[src/verilog/led_status_consts.svh]
/*
 * named constants of the status indicator: flash counts,
 * prescale defaults and status word bit positions.
 * assumes inclusion by bare name from the design files.
 */
`ifndef LED_STATUS_CONSTS_SVH
`define LED_STATUS_CONSTS_SVH

// flash timing (ms) at 100 MHz core clock
`define CLK_HZ 100000000
`define FAST_HALF_MS 100
`define SLOW_HALF_MS 400
`define PAUSE_MS 2000
`define BUSY_START_MS 500
`define BUSY_MIN_MS 50
`define BUSY_STEP_MS 50

// counted patterns
`define CNT_PSET 3'h6
`define CNT_PARAM 3'h5
`define CNT_CMD 3'h4
`define CNT_SHADE 3'h3
`define CNT_TRIG 3'h2

// status word bit for internal overvoltage
`define STAT_INT_OV_BIT 22

`endif

[src/verilog/led_status_pkg.sv]
/*
 * types of the status indicator.
 * assumes led_status_consts.svh is compiled alongside.
 */
package led_status_pkg;

    // what the indicator shows
    typedef enum logic [3:0] {
        SHOW_OFF,
        SHOW_SOLID_ORANGE,
        SHOW_BUSY,
        SHOW_SUPPLY_RED,
        SHOW_SOLID_RED,
        SHOW_FAST_ORANGE,
        SHOW_SLOW_ORANGE,
        SHOW_COUNTED
    } show_e;

    // led colour code: bit0 red, bit1 green, both for orange
    typedef logic [1:0] colour_t;

endpackage

[src/verilog/led_flash_if.sv]
/*
 * carrier between the selector and the flash timer.
 * assumes one clock shared by both ends.
 */
interface led_flash_if;
    logic [3:0] mode;
    logic [2:0] count;
    logic lit;
    logic pattern_end;

    modport sel (output mode, output count, input lit, input pattern_end);
    modport tmr (input mode, input count, output lit, output pattern_end);
endinterface

[src/verilog/led_flash_timer.sv]
/*
 * flash timer: prescales the core clock into fast, slow, busy and
 * counted flash waveforms.
 * assumes a change of mode or count restarts the pattern from dark.
 */
`include "led_status_consts.svh"

module led_flash_timer #(
    parameter int unsigned FAST_HALF = `FAST_HALF_MS * (`CLK_HZ / 1000),
    parameter int unsigned SLOW_HALF = `SLOW_HALF_MS * (`CLK_HZ / 1000),
    parameter int unsigned PAUSE = `PAUSE_MS * (`CLK_HZ / 1000),
    parameter int unsigned BUSY_START = `BUSY_START_MS * (`CLK_HZ / 1000),
    parameter int unsigned BUSY_MIN = `BUSY_MIN_MS * (`CLK_HZ / 1000),
    parameter int unsigned BUSY_STEP = `BUSY_STEP_MS * (`CLK_HZ / 1000)
) (
    // clock and reset
    input wire logic core_clk,
    input wire logic rst,
    // selector side
    led_flash_if.tmr flash
);

    logic [31:0] tick_q, tick_d;
    logic [31:0] busy_half_q, busy_half_d;
    logic [3:0] edges_q, edges_d;
    logic lit_q, lit_d;
    logic paused_q, paused_d;
    logic end_q, end_d;
    logic [3:0] mode_q;
    logic [2:0] count_q;
    logic [31:0] half;

    ///////////////////////////////////////////////////////////////////
    // half period for the current mode
    always_comb begin
        case (led_status_pkg::show_e'(flash.mode))
            led_status_pkg::SHOW_SUPPLY_RED: half = FAST_HALF;
            led_status_pkg::SHOW_FAST_ORANGE: half = FAST_HALF;
            led_status_pkg::SHOW_BUSY: half = busy_half_q;
            default: half = SLOW_HALF;
        endcase
    end

    // waveform generation from programmable prescale counts
    always_comb begin
        tick_d = tick_q + 32'h1;
        busy_half_d = busy_half_q;
        edges_d = edges_q;
        lit_d = lit_q;
        paused_d = paused_q;
        end_d = 1'b0;
        if (flash.mode != mode_q || flash.count != count_q) begin
            tick_d = 32'h0;
            edges_d = 4'h0;
            lit_d = 1'b0;
            paused_d = 1'b0;
            busy_half_d = BUSY_START;
        end else if (paused_q) begin
            if (tick_q >= PAUSE - 1) begin // pause longer than a flash
                tick_d = 32'h0;
                paused_d = 1'b0;
                end_d = 1'b1;
            end
        end else if (tick_q >= half - 1) begin
            tick_d = 32'h0;
            lit_d = ~lit_q;
            // busy flashing speeds up each period until the half period is down to BUSY_MIN + BUSY_STEP
            if (flash.mode == 4'(led_status_pkg::SHOW_BUSY) && lit_q &&
                busy_half_q > BUSY_MIN + BUSY_STEP) begin
                busy_half_d = busy_half_q - BUSY_STEP;
            end
            if (flash.mode == 4'(led_status_pkg::SHOW_COUNTED)) begin
                edges_d = edges_q + 4'h1;
                if (edges_q + 4'h1 == {flash.count, 1'b0}) begin
                    edges_d = 4'h0;
                    paused_d = 1'b1;
                end
            end
        end
    end

    // state registers
    always_ff @(posedge core_clk) begin
        if (rst) begin
            tick_q <= 32'h0;
            busy_half_q <= BUSY_START;
            edges_q <= 4'h0;
            lit_q <= 1'b0;
            paused_q <= 1'b0;
            end_q <= 1'b0;
            mode_q <= 4'h0;
            count_q <= 3'h0;
        end else begin
            tick_q <= tick_d;
            busy_half_q <= busy_half_d;
            edges_q <= edges_d;
            lit_q <= lit_d;
            paused_q <= paused_d;
            end_q <= end_d;
            mode_q <= flash.mode;
            count_q <= flash.count;
        end
    end

    assign flash.lit = lit_q;
    assign flash.pattern_end = end_q;

    // a counted pattern never lights during its pause
    pause_dark_a: assert property (@(posedge core_clk) disable iff (rst)
        paused_q |-> !lit_q) else $error("led lit during pattern pause");

endmodule

[src/verilog/led_status_indicator.sv]
/*
 * status indicator: picks the highest-priority active condition and
 * drives the two-colour status led with its pattern.
 * assumes condition flags are synchronous levels from the self checks.
 */
`include "led_status_consts.svh"

// Behaviour
// - several active conditions: show only the highest priority one
// - after boot evaluate continuously, flash as soon as an error other than internal overvoltage appears
// - power present, nothing active: steady orange
// - busy operation: flashing at rising rate, stops when done
// - external supply fault: continuous red flashing, priority 1
// - internal overvoltage: steady red, priority 2
// - internal overvoltage reported as status bit 22, one while present
// - general error: fast continuous orange flashing
// - firmware missing or failed load: slow continuous orange flashing
// - faulty parameter set: six slow orange flashes repeated, priority 5
// - invalid parameter: five slow orange flashes repeated, priority 6
// - serial command fault: four slow orange flashes repeated, priority 7
// - shading failure: three flashes, priority 8, cleared by success or reset
// - line rate or trigger stall: two slow orange flashes, priority 9
module led_status_indicator #(
    parameter int unsigned FAST_HALF = `FAST_HALF_MS * (`CLK_HZ / 1000),
    parameter int unsigned SLOW_HALF = `SLOW_HALF_MS * (`CLK_HZ / 1000),
    parameter int unsigned PAUSE = `PAUSE_MS * (`CLK_HZ / 1000),
    parameter int unsigned BUSY_START = `BUSY_START_MS * (`CLK_HZ / 1000),
    parameter int unsigned BUSY_MIN = `BUSY_MIN_MS * (`CLK_HZ / 1000),
    parameter int unsigned BUSY_STEP = `BUSY_STEP_MS * (`CLK_HZ / 1000)
) (
    // clock and reset
    input wire logic core_clk,
    input wire logic rst,
    // boot and power
    input wire logic power_good,
    input wire logic boot_done,
    // condition flags
    input wire logic supply_fault,
    input wire logic int_overvolt,
    input wire logic general_error,
    input wire logic fw_error,
    input wire logic pset_error,
    input wire logic param_error,
    input wire logic cmd_error,
    input wire logic shade_busy,
    input wire logic shade_fail_pulse,
    input wire logic shade_ok_pulse,
    input wire logic line_rate_error,
    input wire logic trigger_stall,
    // status word and led
    output logic [31:0] status_word,
    output logic led_red,
    output logic led_green
);

    led_flash_if flash();

    led_status_pkg::show_e show_q, show_d;
    logic [2:0] count_q, count_d;
    logic shade_fail_q, shade_fail_d;
    logic red_q, red_d;
    logic green_q, green_d;
    logic [31:0] status_q, status_d;

    led_flash_timer #(
        .FAST_HALF(FAST_HALF),
        .SLOW_HALF(SLOW_HALF),
        .PAUSE(PAUSE),
        .BUSY_START(BUSY_START),
        .BUSY_MIN(BUSY_MIN),
        .BUSY_STEP(BUSY_STEP)
    ) u_timer (
        .core_clk(core_clk),
        .rst(rst),
        .flash(flash)
    );

    ///////////////////////////////////////////////////////////////////
    // sticky shading failure, failure wins over success
    always_comb begin
        shade_fail_d = shade_fail_q;
        if (shade_ok_pulse) shade_fail_d = 1'b0;
        if (shade_fail_pulse) shade_fail_d = 1'b1;
    end

    // priority selection, re-evaluated every cycle
    always_comb begin
        show_d = led_status_pkg::SHOW_SOLID_ORANGE;
        count_d = 3'h0;
        if (!power_good) begin
            show_d = led_status_pkg::SHOW_OFF;
        end else if (!boot_done) begin
            show_d = show_q; // boot sequence shown elsewhere
        end else if (supply_fault) begin
            show_d = led_status_pkg::SHOW_SUPPLY_RED;
        end else if (int_overvolt) begin
            show_d = led_status_pkg::SHOW_SOLID_RED;
        end else if (general_error) begin
            show_d = led_status_pkg::SHOW_FAST_ORANGE;
        end else if (fw_error) begin
            show_d = led_status_pkg::SHOW_SLOW_ORANGE;
        end else if (pset_error) begin
            show_d = led_status_pkg::SHOW_COUNTED;
            count_d = `CNT_PSET;
        end else if (param_error) begin
            show_d = led_status_pkg::SHOW_COUNTED;
            count_d = `CNT_PARAM;
        end else if (cmd_error) begin
            show_d = led_status_pkg::SHOW_COUNTED;
            count_d = `CNT_CMD;
        end else if (shade_fail_q) begin
            show_d = led_status_pkg::SHOW_COUNTED;
            count_d = `CNT_SHADE;
        end else if (line_rate_error || trigger_stall) begin
            show_d = led_status_pkg::SHOW_COUNTED;
            count_d = `CNT_TRIG;
        end else if (shade_busy) begin
            show_d = led_status_pkg::SHOW_BUSY;
        end
        status_d = 32'h0;
        status_d[`STAT_INT_OV_BIT] = int_overvolt;
    end

    // led colour from mode and flash waveform
    always_comb begin
        red_d = 1'b0;
        green_d = 1'b0;
        case (show_q)
            led_status_pkg::SHOW_OFF: begin
                red_d = 1'b0;
            end
            led_status_pkg::SHOW_SOLID_ORANGE: begin
                red_d = 1'b1;
                green_d = 1'b1;
            end
            led_status_pkg::SHOW_SUPPLY_RED: begin
                red_d = flash.lit;
            end
            led_status_pkg::SHOW_SOLID_RED: begin
                red_d = 1'b1;
            end
            default: begin
                red_d = flash.lit;
                green_d = flash.lit;
            end
        endcase
    end

    // registers
    always_ff @(posedge core_clk) begin
        if (rst) begin
            show_q <= led_status_pkg::SHOW_SOLID_ORANGE;
            count_q <= 3'h0;
            shade_fail_q <= 1'b0;
            red_q <= 1'b0;
            green_q <= 1'b0;
            status_q <= 32'h0;
        end else begin
            show_q <= show_d;
            count_q <= count_d;
            shade_fail_q <= shade_fail_d;
            red_q <= red_d;
            green_q <= green_d;
            status_q <= status_d;
        end
    end

    assign flash.mode = 4'(show_q);
    assign flash.count = count_q;
    assign status_word = status_q;
    assign led_red = red_q;
    assign led_green = green_q;

    ///////////////////////////////////////////////////////////////////
    // checks
    supply_wins_a: assert property (@(posedge core_clk) disable iff (rst)
        power_good && boot_done && supply_fault |=> show_q == led_status_pkg::SHOW_SUPPLY_RED)
        else $error("supply fault not shown first");
    solid_red_a: assert property (@(posedge core_clk) disable iff (rst)
        show_q == led_status_pkg::SHOW_SOLID_RED |=> led_red && !led_green)
        else $error("internal overvoltage not solid red");
    idle_orange_a: assert property (@(posedge core_clk) disable iff (rst)
        show_q == led_status_pkg::SHOW_SOLID_ORANGE |=> led_red && led_green)
        else $error("idle led not orange");
    ov_status_a: assert property (@(posedge core_clk) disable iff (rst)
        status_word[`STAT_INT_OV_BIT] == $past(int_overvolt))
        else $error("status bit does not follow overvoltage");
    pset_count_a: assert property (@(posedge core_clk) disable iff (rst)
        power_good && boot_done && !supply_fault && !int_overvolt && !general_error
        && !fw_error && pset_error |=> count_q == `CNT_PSET)
        else $error("parameter set pattern count wrong");
    cmd_prio_a: assert property (@(posedge core_clk) disable iff (rst)
        power_good && boot_done && cmd_error && !param_error |=> count_q != `CNT_TRIG)
        else $error("command fault lost to lower priority");
    shade_sticky_a: assert property (@(posedge core_clk) disable iff (rst)
        shade_fail_pulse |=> shade_fail_q)
        else $error("shading failure not held");
    trig_count_a: assert property (@(posedge core_clk) disable iff (rst)
        show_d == led_status_pkg::SHOW_COUNTED && count_d == `CNT_TRIG |->
        (line_rate_error || trigger_stall))
        else $error("two-flash pattern without cause");
    back_orange_a: assert property (@(posedge core_clk) disable iff (rst)
        power_good && boot_done && !supply_fault && !int_overvolt && !general_error
        && !fw_error && !pset_error && !param_error && !cmd_error && !shade_fail_q
        && !line_rate_error && !trigger_stall && !shade_busy
        |=> show_q == led_status_pkg::SHOW_SOLID_ORANGE)
        else $error("no return to steady orange");

    // pattern end from the timer, dark and red-only modes, busy cause
    pause_end_a: assert property (@(posedge core_clk) disable iff (rst)
        flash.pattern_end |-> $past(show_q) == led_status_pkg::SHOW_COUNTED && !flash.lit)
        else $error("pattern end outside a counted pause");
    unpowered_dark_a: assert property (@(posedge core_clk) disable iff (rst)
        show_q == led_status_pkg::SHOW_OFF |=> !led_red && !led_green)
        else $error("led lit while unpowered");
    supply_red_a: assert property (@(posedge core_clk) disable iff (rst)
        show_q == led_status_pkg::SHOW_SUPPLY_RED |=> !led_green)
        else $error("supply flashing not red only");
    busy_cause_a: assert property (@(posedge core_clk) disable iff (rst)
        show_q == led_status_pkg::SHOW_BUSY && $past(boot_done) |-> $past(shade_busy))
        else $error("busy flashing without busy operation");

endmodule

[config.mk]
export PLATFORM = sky130hd
export DESIGN_NAME = led_status_indicator
export DESIGN_NICKNAME = d
export VERILOG_FILES = /design/src/verilog/led_status_pkg.sv /design/src/verilog/led_flash_if.sv /design/src/verilog/led_flash_timer.sv /design/src/verilog/led_status_indicator.sv
export VERILOG_INCLUDE_DIRS = /design/src /design/src/verilog
export SDC_FILE = /design/constraint.sdc
export NUM_CORES = 1
export LEC_CHECK = 0
export BUFFER_PORTS_ARGS = -buffer_cell sky130_fd_sc_hd__buf_2
export CAP_MARGIN = 10
export CORE_ASPECT_RATIO = 0.6
export CORE_MARGIN = 1.5
export CORE_UTILIZATION = 27
export CTS_CLUSTER_DIAMETER = 150
export CTS_CLUSTER_SIZE = 8
export DETAILED_ROUTE_END_ITERATION = 16
export SETUP_SLACK_MARGIN = 0.1
export SLEW_MARGIN = 40
export SYNTH_ARGS = -nofsm -noshare
export SYNTH_HDL_FRONTEND = slang
export SYNTH_SLANG_ARGS = --single-unit
export TNS_END_PERCENT = 30
[constraint.sdc]
create_clock -name core_clk -period 13.3 [get_ports core_clk]
set_clock_uncertainty 0.05 [all_clocks]
set_input_delay 0.665 -clock core_clk [delete_from_list [all_inputs] [get_ports core_clk]]
set_output_delay 0.665 -clock core_clk [all_outputs]
set_load 0.005 [all_outputs]
==> summary.txt <==
Global routing
  • First-pass GRT wire length: 20.5 mm
  • Antenna violations before repair: 0
  • Largest net degree at the start of global routing: 40
  • Vias in the first global route: between 4k and 5k
  • Gr usage total: 0.124
  • Global route overflow: 0

Synthesis
  • Top cell type's share of synthesized area: 0.301
  • Synth async-reset ratio: 0
  • Top FF cell, synth: dfxtp_1
  • Top area cells in the synthesized netlist: dfxtp_1 (30%), ha_1 (7.3%), nor2_1 (5.8%)
  • Synth warnings: 0
  • Mean area per synthesized cell: 7.92 µm²
  • Post-Syn Instances: roughly 670
  • Number of synthesized flops with an enable pin: 0
  • Cell taking the most area after synthesis: dfxtp_1
  • Synthesized cell area: ~5300 µm²
  • Library cells used by synthesis: a little over 60
  • Sequential area share after synthesis: 0.301
  • FF+latch count, synth: 80

CTS
  • CTS buffer count: 9
  • CTS hold repair buffers: 0
  • Max Buffers Root-to-Sink: 2
  • Clock sinks: 80
  • Root Driver: clkbuf_16
  • Worst-skew pair later-pin latency: approximately 0.35 ns
  • Htree depth: 3
  • CTS tree: done
  • Post-CTS repair timing setup buffer count: 0
  • CTS resizes: 0
  • Reg clk slew, reported paths: ~0.060 ns

Timing
  • Max-slew violations: 0
  • Measured slew at the worst slew-check pin: approximately 0.76 ns
  • Slew headroom: 0.488
  • Period minus WS final: between 5 and 6 ns
  • Setup violators final: 0
  • Max Freq: about 180 MHz
  • Setup TNS: 0 ns
  • Final hold violation count: 0
  • RSZ-0062 raised after global routing: no
  • Hold Slack: 0.412 ns
  • Tcrit/Tclk final: 0.428

Power
  • Flop pwr share: 0.449
  • Leak: 0.00211 µW
  • Max VDD drop: roughly 0.000057 V
  • Gate power share: 0.061
  • Pwr dens: about 93 nW/µm²
  • Clk pwr share: 0.490
  • Sw Ratio: 0.231
  • Net Switching: ~130 µW
  • Pint: roughly 420 µW

Detailed routing
  • Detailed-route DRC error count: 0
  • ANT nets after route: 0
  • DRT Pass-1 Iters: 4
  • Routed vias/inst: 4.74
  • Routed WL: between 10 and 15 mm
  • WL/cell: between 10 and 15 µm
  • Via Count: around 4.5k
  • Initial drt markers: roughly 330

Finish
  • Area Overhead vs Synth: 9.72%
  • ANT cells: 0
  • FILL cells: about 2.1k
  • Nets: 719
  • Post-Route Utilization: 0.305
  • Layout cells sized above 1: 0.0798

Floorplan
  • Die ar.: 20600 µm²
  • Die width: about 180 µm
  • Core area: 19200 µm²
  • IO Pins: 50
  • Initial Utilization: 0.278
  • Die Y: roughly 110 µm
  • FP Rows: 39

Setup path
  • R2R Setup Slk: approximately 7.6 ns
  • Critical path class: flip-flop to flip-flop
  • Arrival time worst endpoint: 5.92 ns
  • CP Launch Type: flip-flop
  • Crit-path max FO: 39
  • Crit end category: flip-flop
  • Critical Path RT: 13.52 ns

Worst hold path
  • Hold Crit Class: flip-flop to flip-flop

Placed design
  • I/O Buffers: 18
  • HPWL Detailed: between 9 and 10 mm
  • Gpl congestion: 0.825

Job
  • Max-cap violations: 0

Run status
  • Status: finished, final reports clean
state kept, by name, summed over array words and instances (netlist names), 3 cells and up:
name,count
u_timer.edges_q,4
u_timer.busy_half_q,26
u_timer.mode_q,3
flash.mode,3
count_q,3
u_timer.count_q,3
u_timer.tick_q,32
synthesized netlist by cell type (all sizes together) (12+ instances only):
cell type and count:
nor2 82, dfxtp 80, nand2 55, a21oi 44
buf 44, nand3 35, o21ai 33, xnor2 32
xor2 32, ha 31, clkbuf 21, nor3 20
or3 17, nor2b 15, nand4 14, and3 12
or4 12
routing by layer:
metal  vias to the layer above  global-route usage  share of wire
li1                       2310                   -              -
met4                         0              0.0333         0.0097
met3                        10              0.0340          0.051
met1                      2056               0.201           0.58
met5                         -                   0              0
met2                        91               0.152           0.36
cell usage in the layout, fill, tap and decap left out, types with 3 or more instances in the layout:
cell and n:
nor2_1 82, dfxtp_1 80, nand2_1 54, a21oi_1 44, nand3_1 35, xor2_1 32, xnor2_1 32, o21ai_0 32
ha_1 31, conb_1 31, nor3_1 19, buf_2 18, or3_1 15, nor2b_1 15, nand4_1 13, and3_1 12
inv_1 11, nor4_1 10, or4_1 10, o31ai_1 9, clkbuf_16 9, nand2b_1 5, nand3b_1 5, and2_1 5
o31a_1 5, a31oi_1 5, buf_4 5, o211ai_1 4, and4_1 4, a21o_1 4, clkinv_4 3
power groups by stage:
stage / registers (µW) / logic (µW) / clock network (µW)
global placement: 250 / 32.6 / 0
global route: 245 / 37.6 / 285
detailed placement: 250 / 32.8 / 0
CTS: 245 / 33.1 / 274
floorplan: 248 / 30.4 / 0
finish: 245 / 33.0 / 267
per-stage QoR:
stage | total power (µW) | worst slack (ns) | area, µm² | std cells
2_1_floorplan | 279 | 8.31 | 5440 | 703
3_3_place_gp | 282 | 7.79 | 5520 | 927
3_5_place_dp | 283 | 7.70 | 5520 | 927
4_1_cts | 551 | 7.64 | 5850 | 943
5_1_grt | 567 | 7.11 | 5850 | 943
6_report | 544 | 7.60 | 5850 | 943
layout make-up:
type / instances / area (µm²) / area share
Sequential cell: 80 / 1600 / 0.274
Clock buffer: 10 / 229 / 0.0392
Tap cell: 266 / 333 / 0.0569
Timing Repair Buffer: 23 / 128 / 0.0218
Clock inverter: 6 / 93.8 / 0.0160
Multi-Input combinational cell: 547 / 3420 / 0.585
Inverter: 11 / 41.3 / 0.00706
cell families after synthesis:
kind of cell             Yosys count  share of synthesized area
multiplexers                       1                    0.00211
other                              1                   0.000704
AO/OA/AOI/OAI                    119                      0.144
XOR/XNOR                          64                      0.105
buffers and inverters             76                     0.0794
flip-flops                        80                      0.301
AND/OR/NAND/NOR                  301                      0.295
adder cells (fa/ha/maj)           31                     0.0728
worst paths after layout:
path / startpoint / to / depth (start not counted)
setup reg to reg: flash.mode[2]$_SDFFE_PP0P_ / u_timer.busy_half_q[28]$_SDFFE_PP0P_ / 20
setup / recovery: flash.mode[2]$_SDFFE_PP0P_ / u_timer.busy_half_q[28]$_SDFFE_PP0P_ / 20
hold reg to reg: u_timer.tick_q[0]$_SDFF_PP0_ / u_timer.tick_q[0]$_SDFF_PP0_ / 1
hold / removal: u_timer.tick_q[0]$_SDFF_PP0_ / u_timer.tick_q[0]$_SDFF_PP0_ / 1
critical path, cell delays in order (launching register included):
cell       delay, ns
dfxtp_1         0.58
xor2_1          0.15
and2_1          0.32
a21oi_1         0.18
ha_1            0.19
or4b_4          0.49
a2111oi_4       0.48
nand4_2         0.28
nor2_1          0.20
nand3_1         0.11
xnor2_1         0.17
nand2_1         0.07
ha_1            0.32
nand4_1         0.15
nor4_2          0.40
nand2_1         0.14
a311oi_2        0.37
o21ai_2         0.08
buf_4           0.24
or4_1           0.49
a21oi_1         0.15
(Power assumes the default switching activity.)
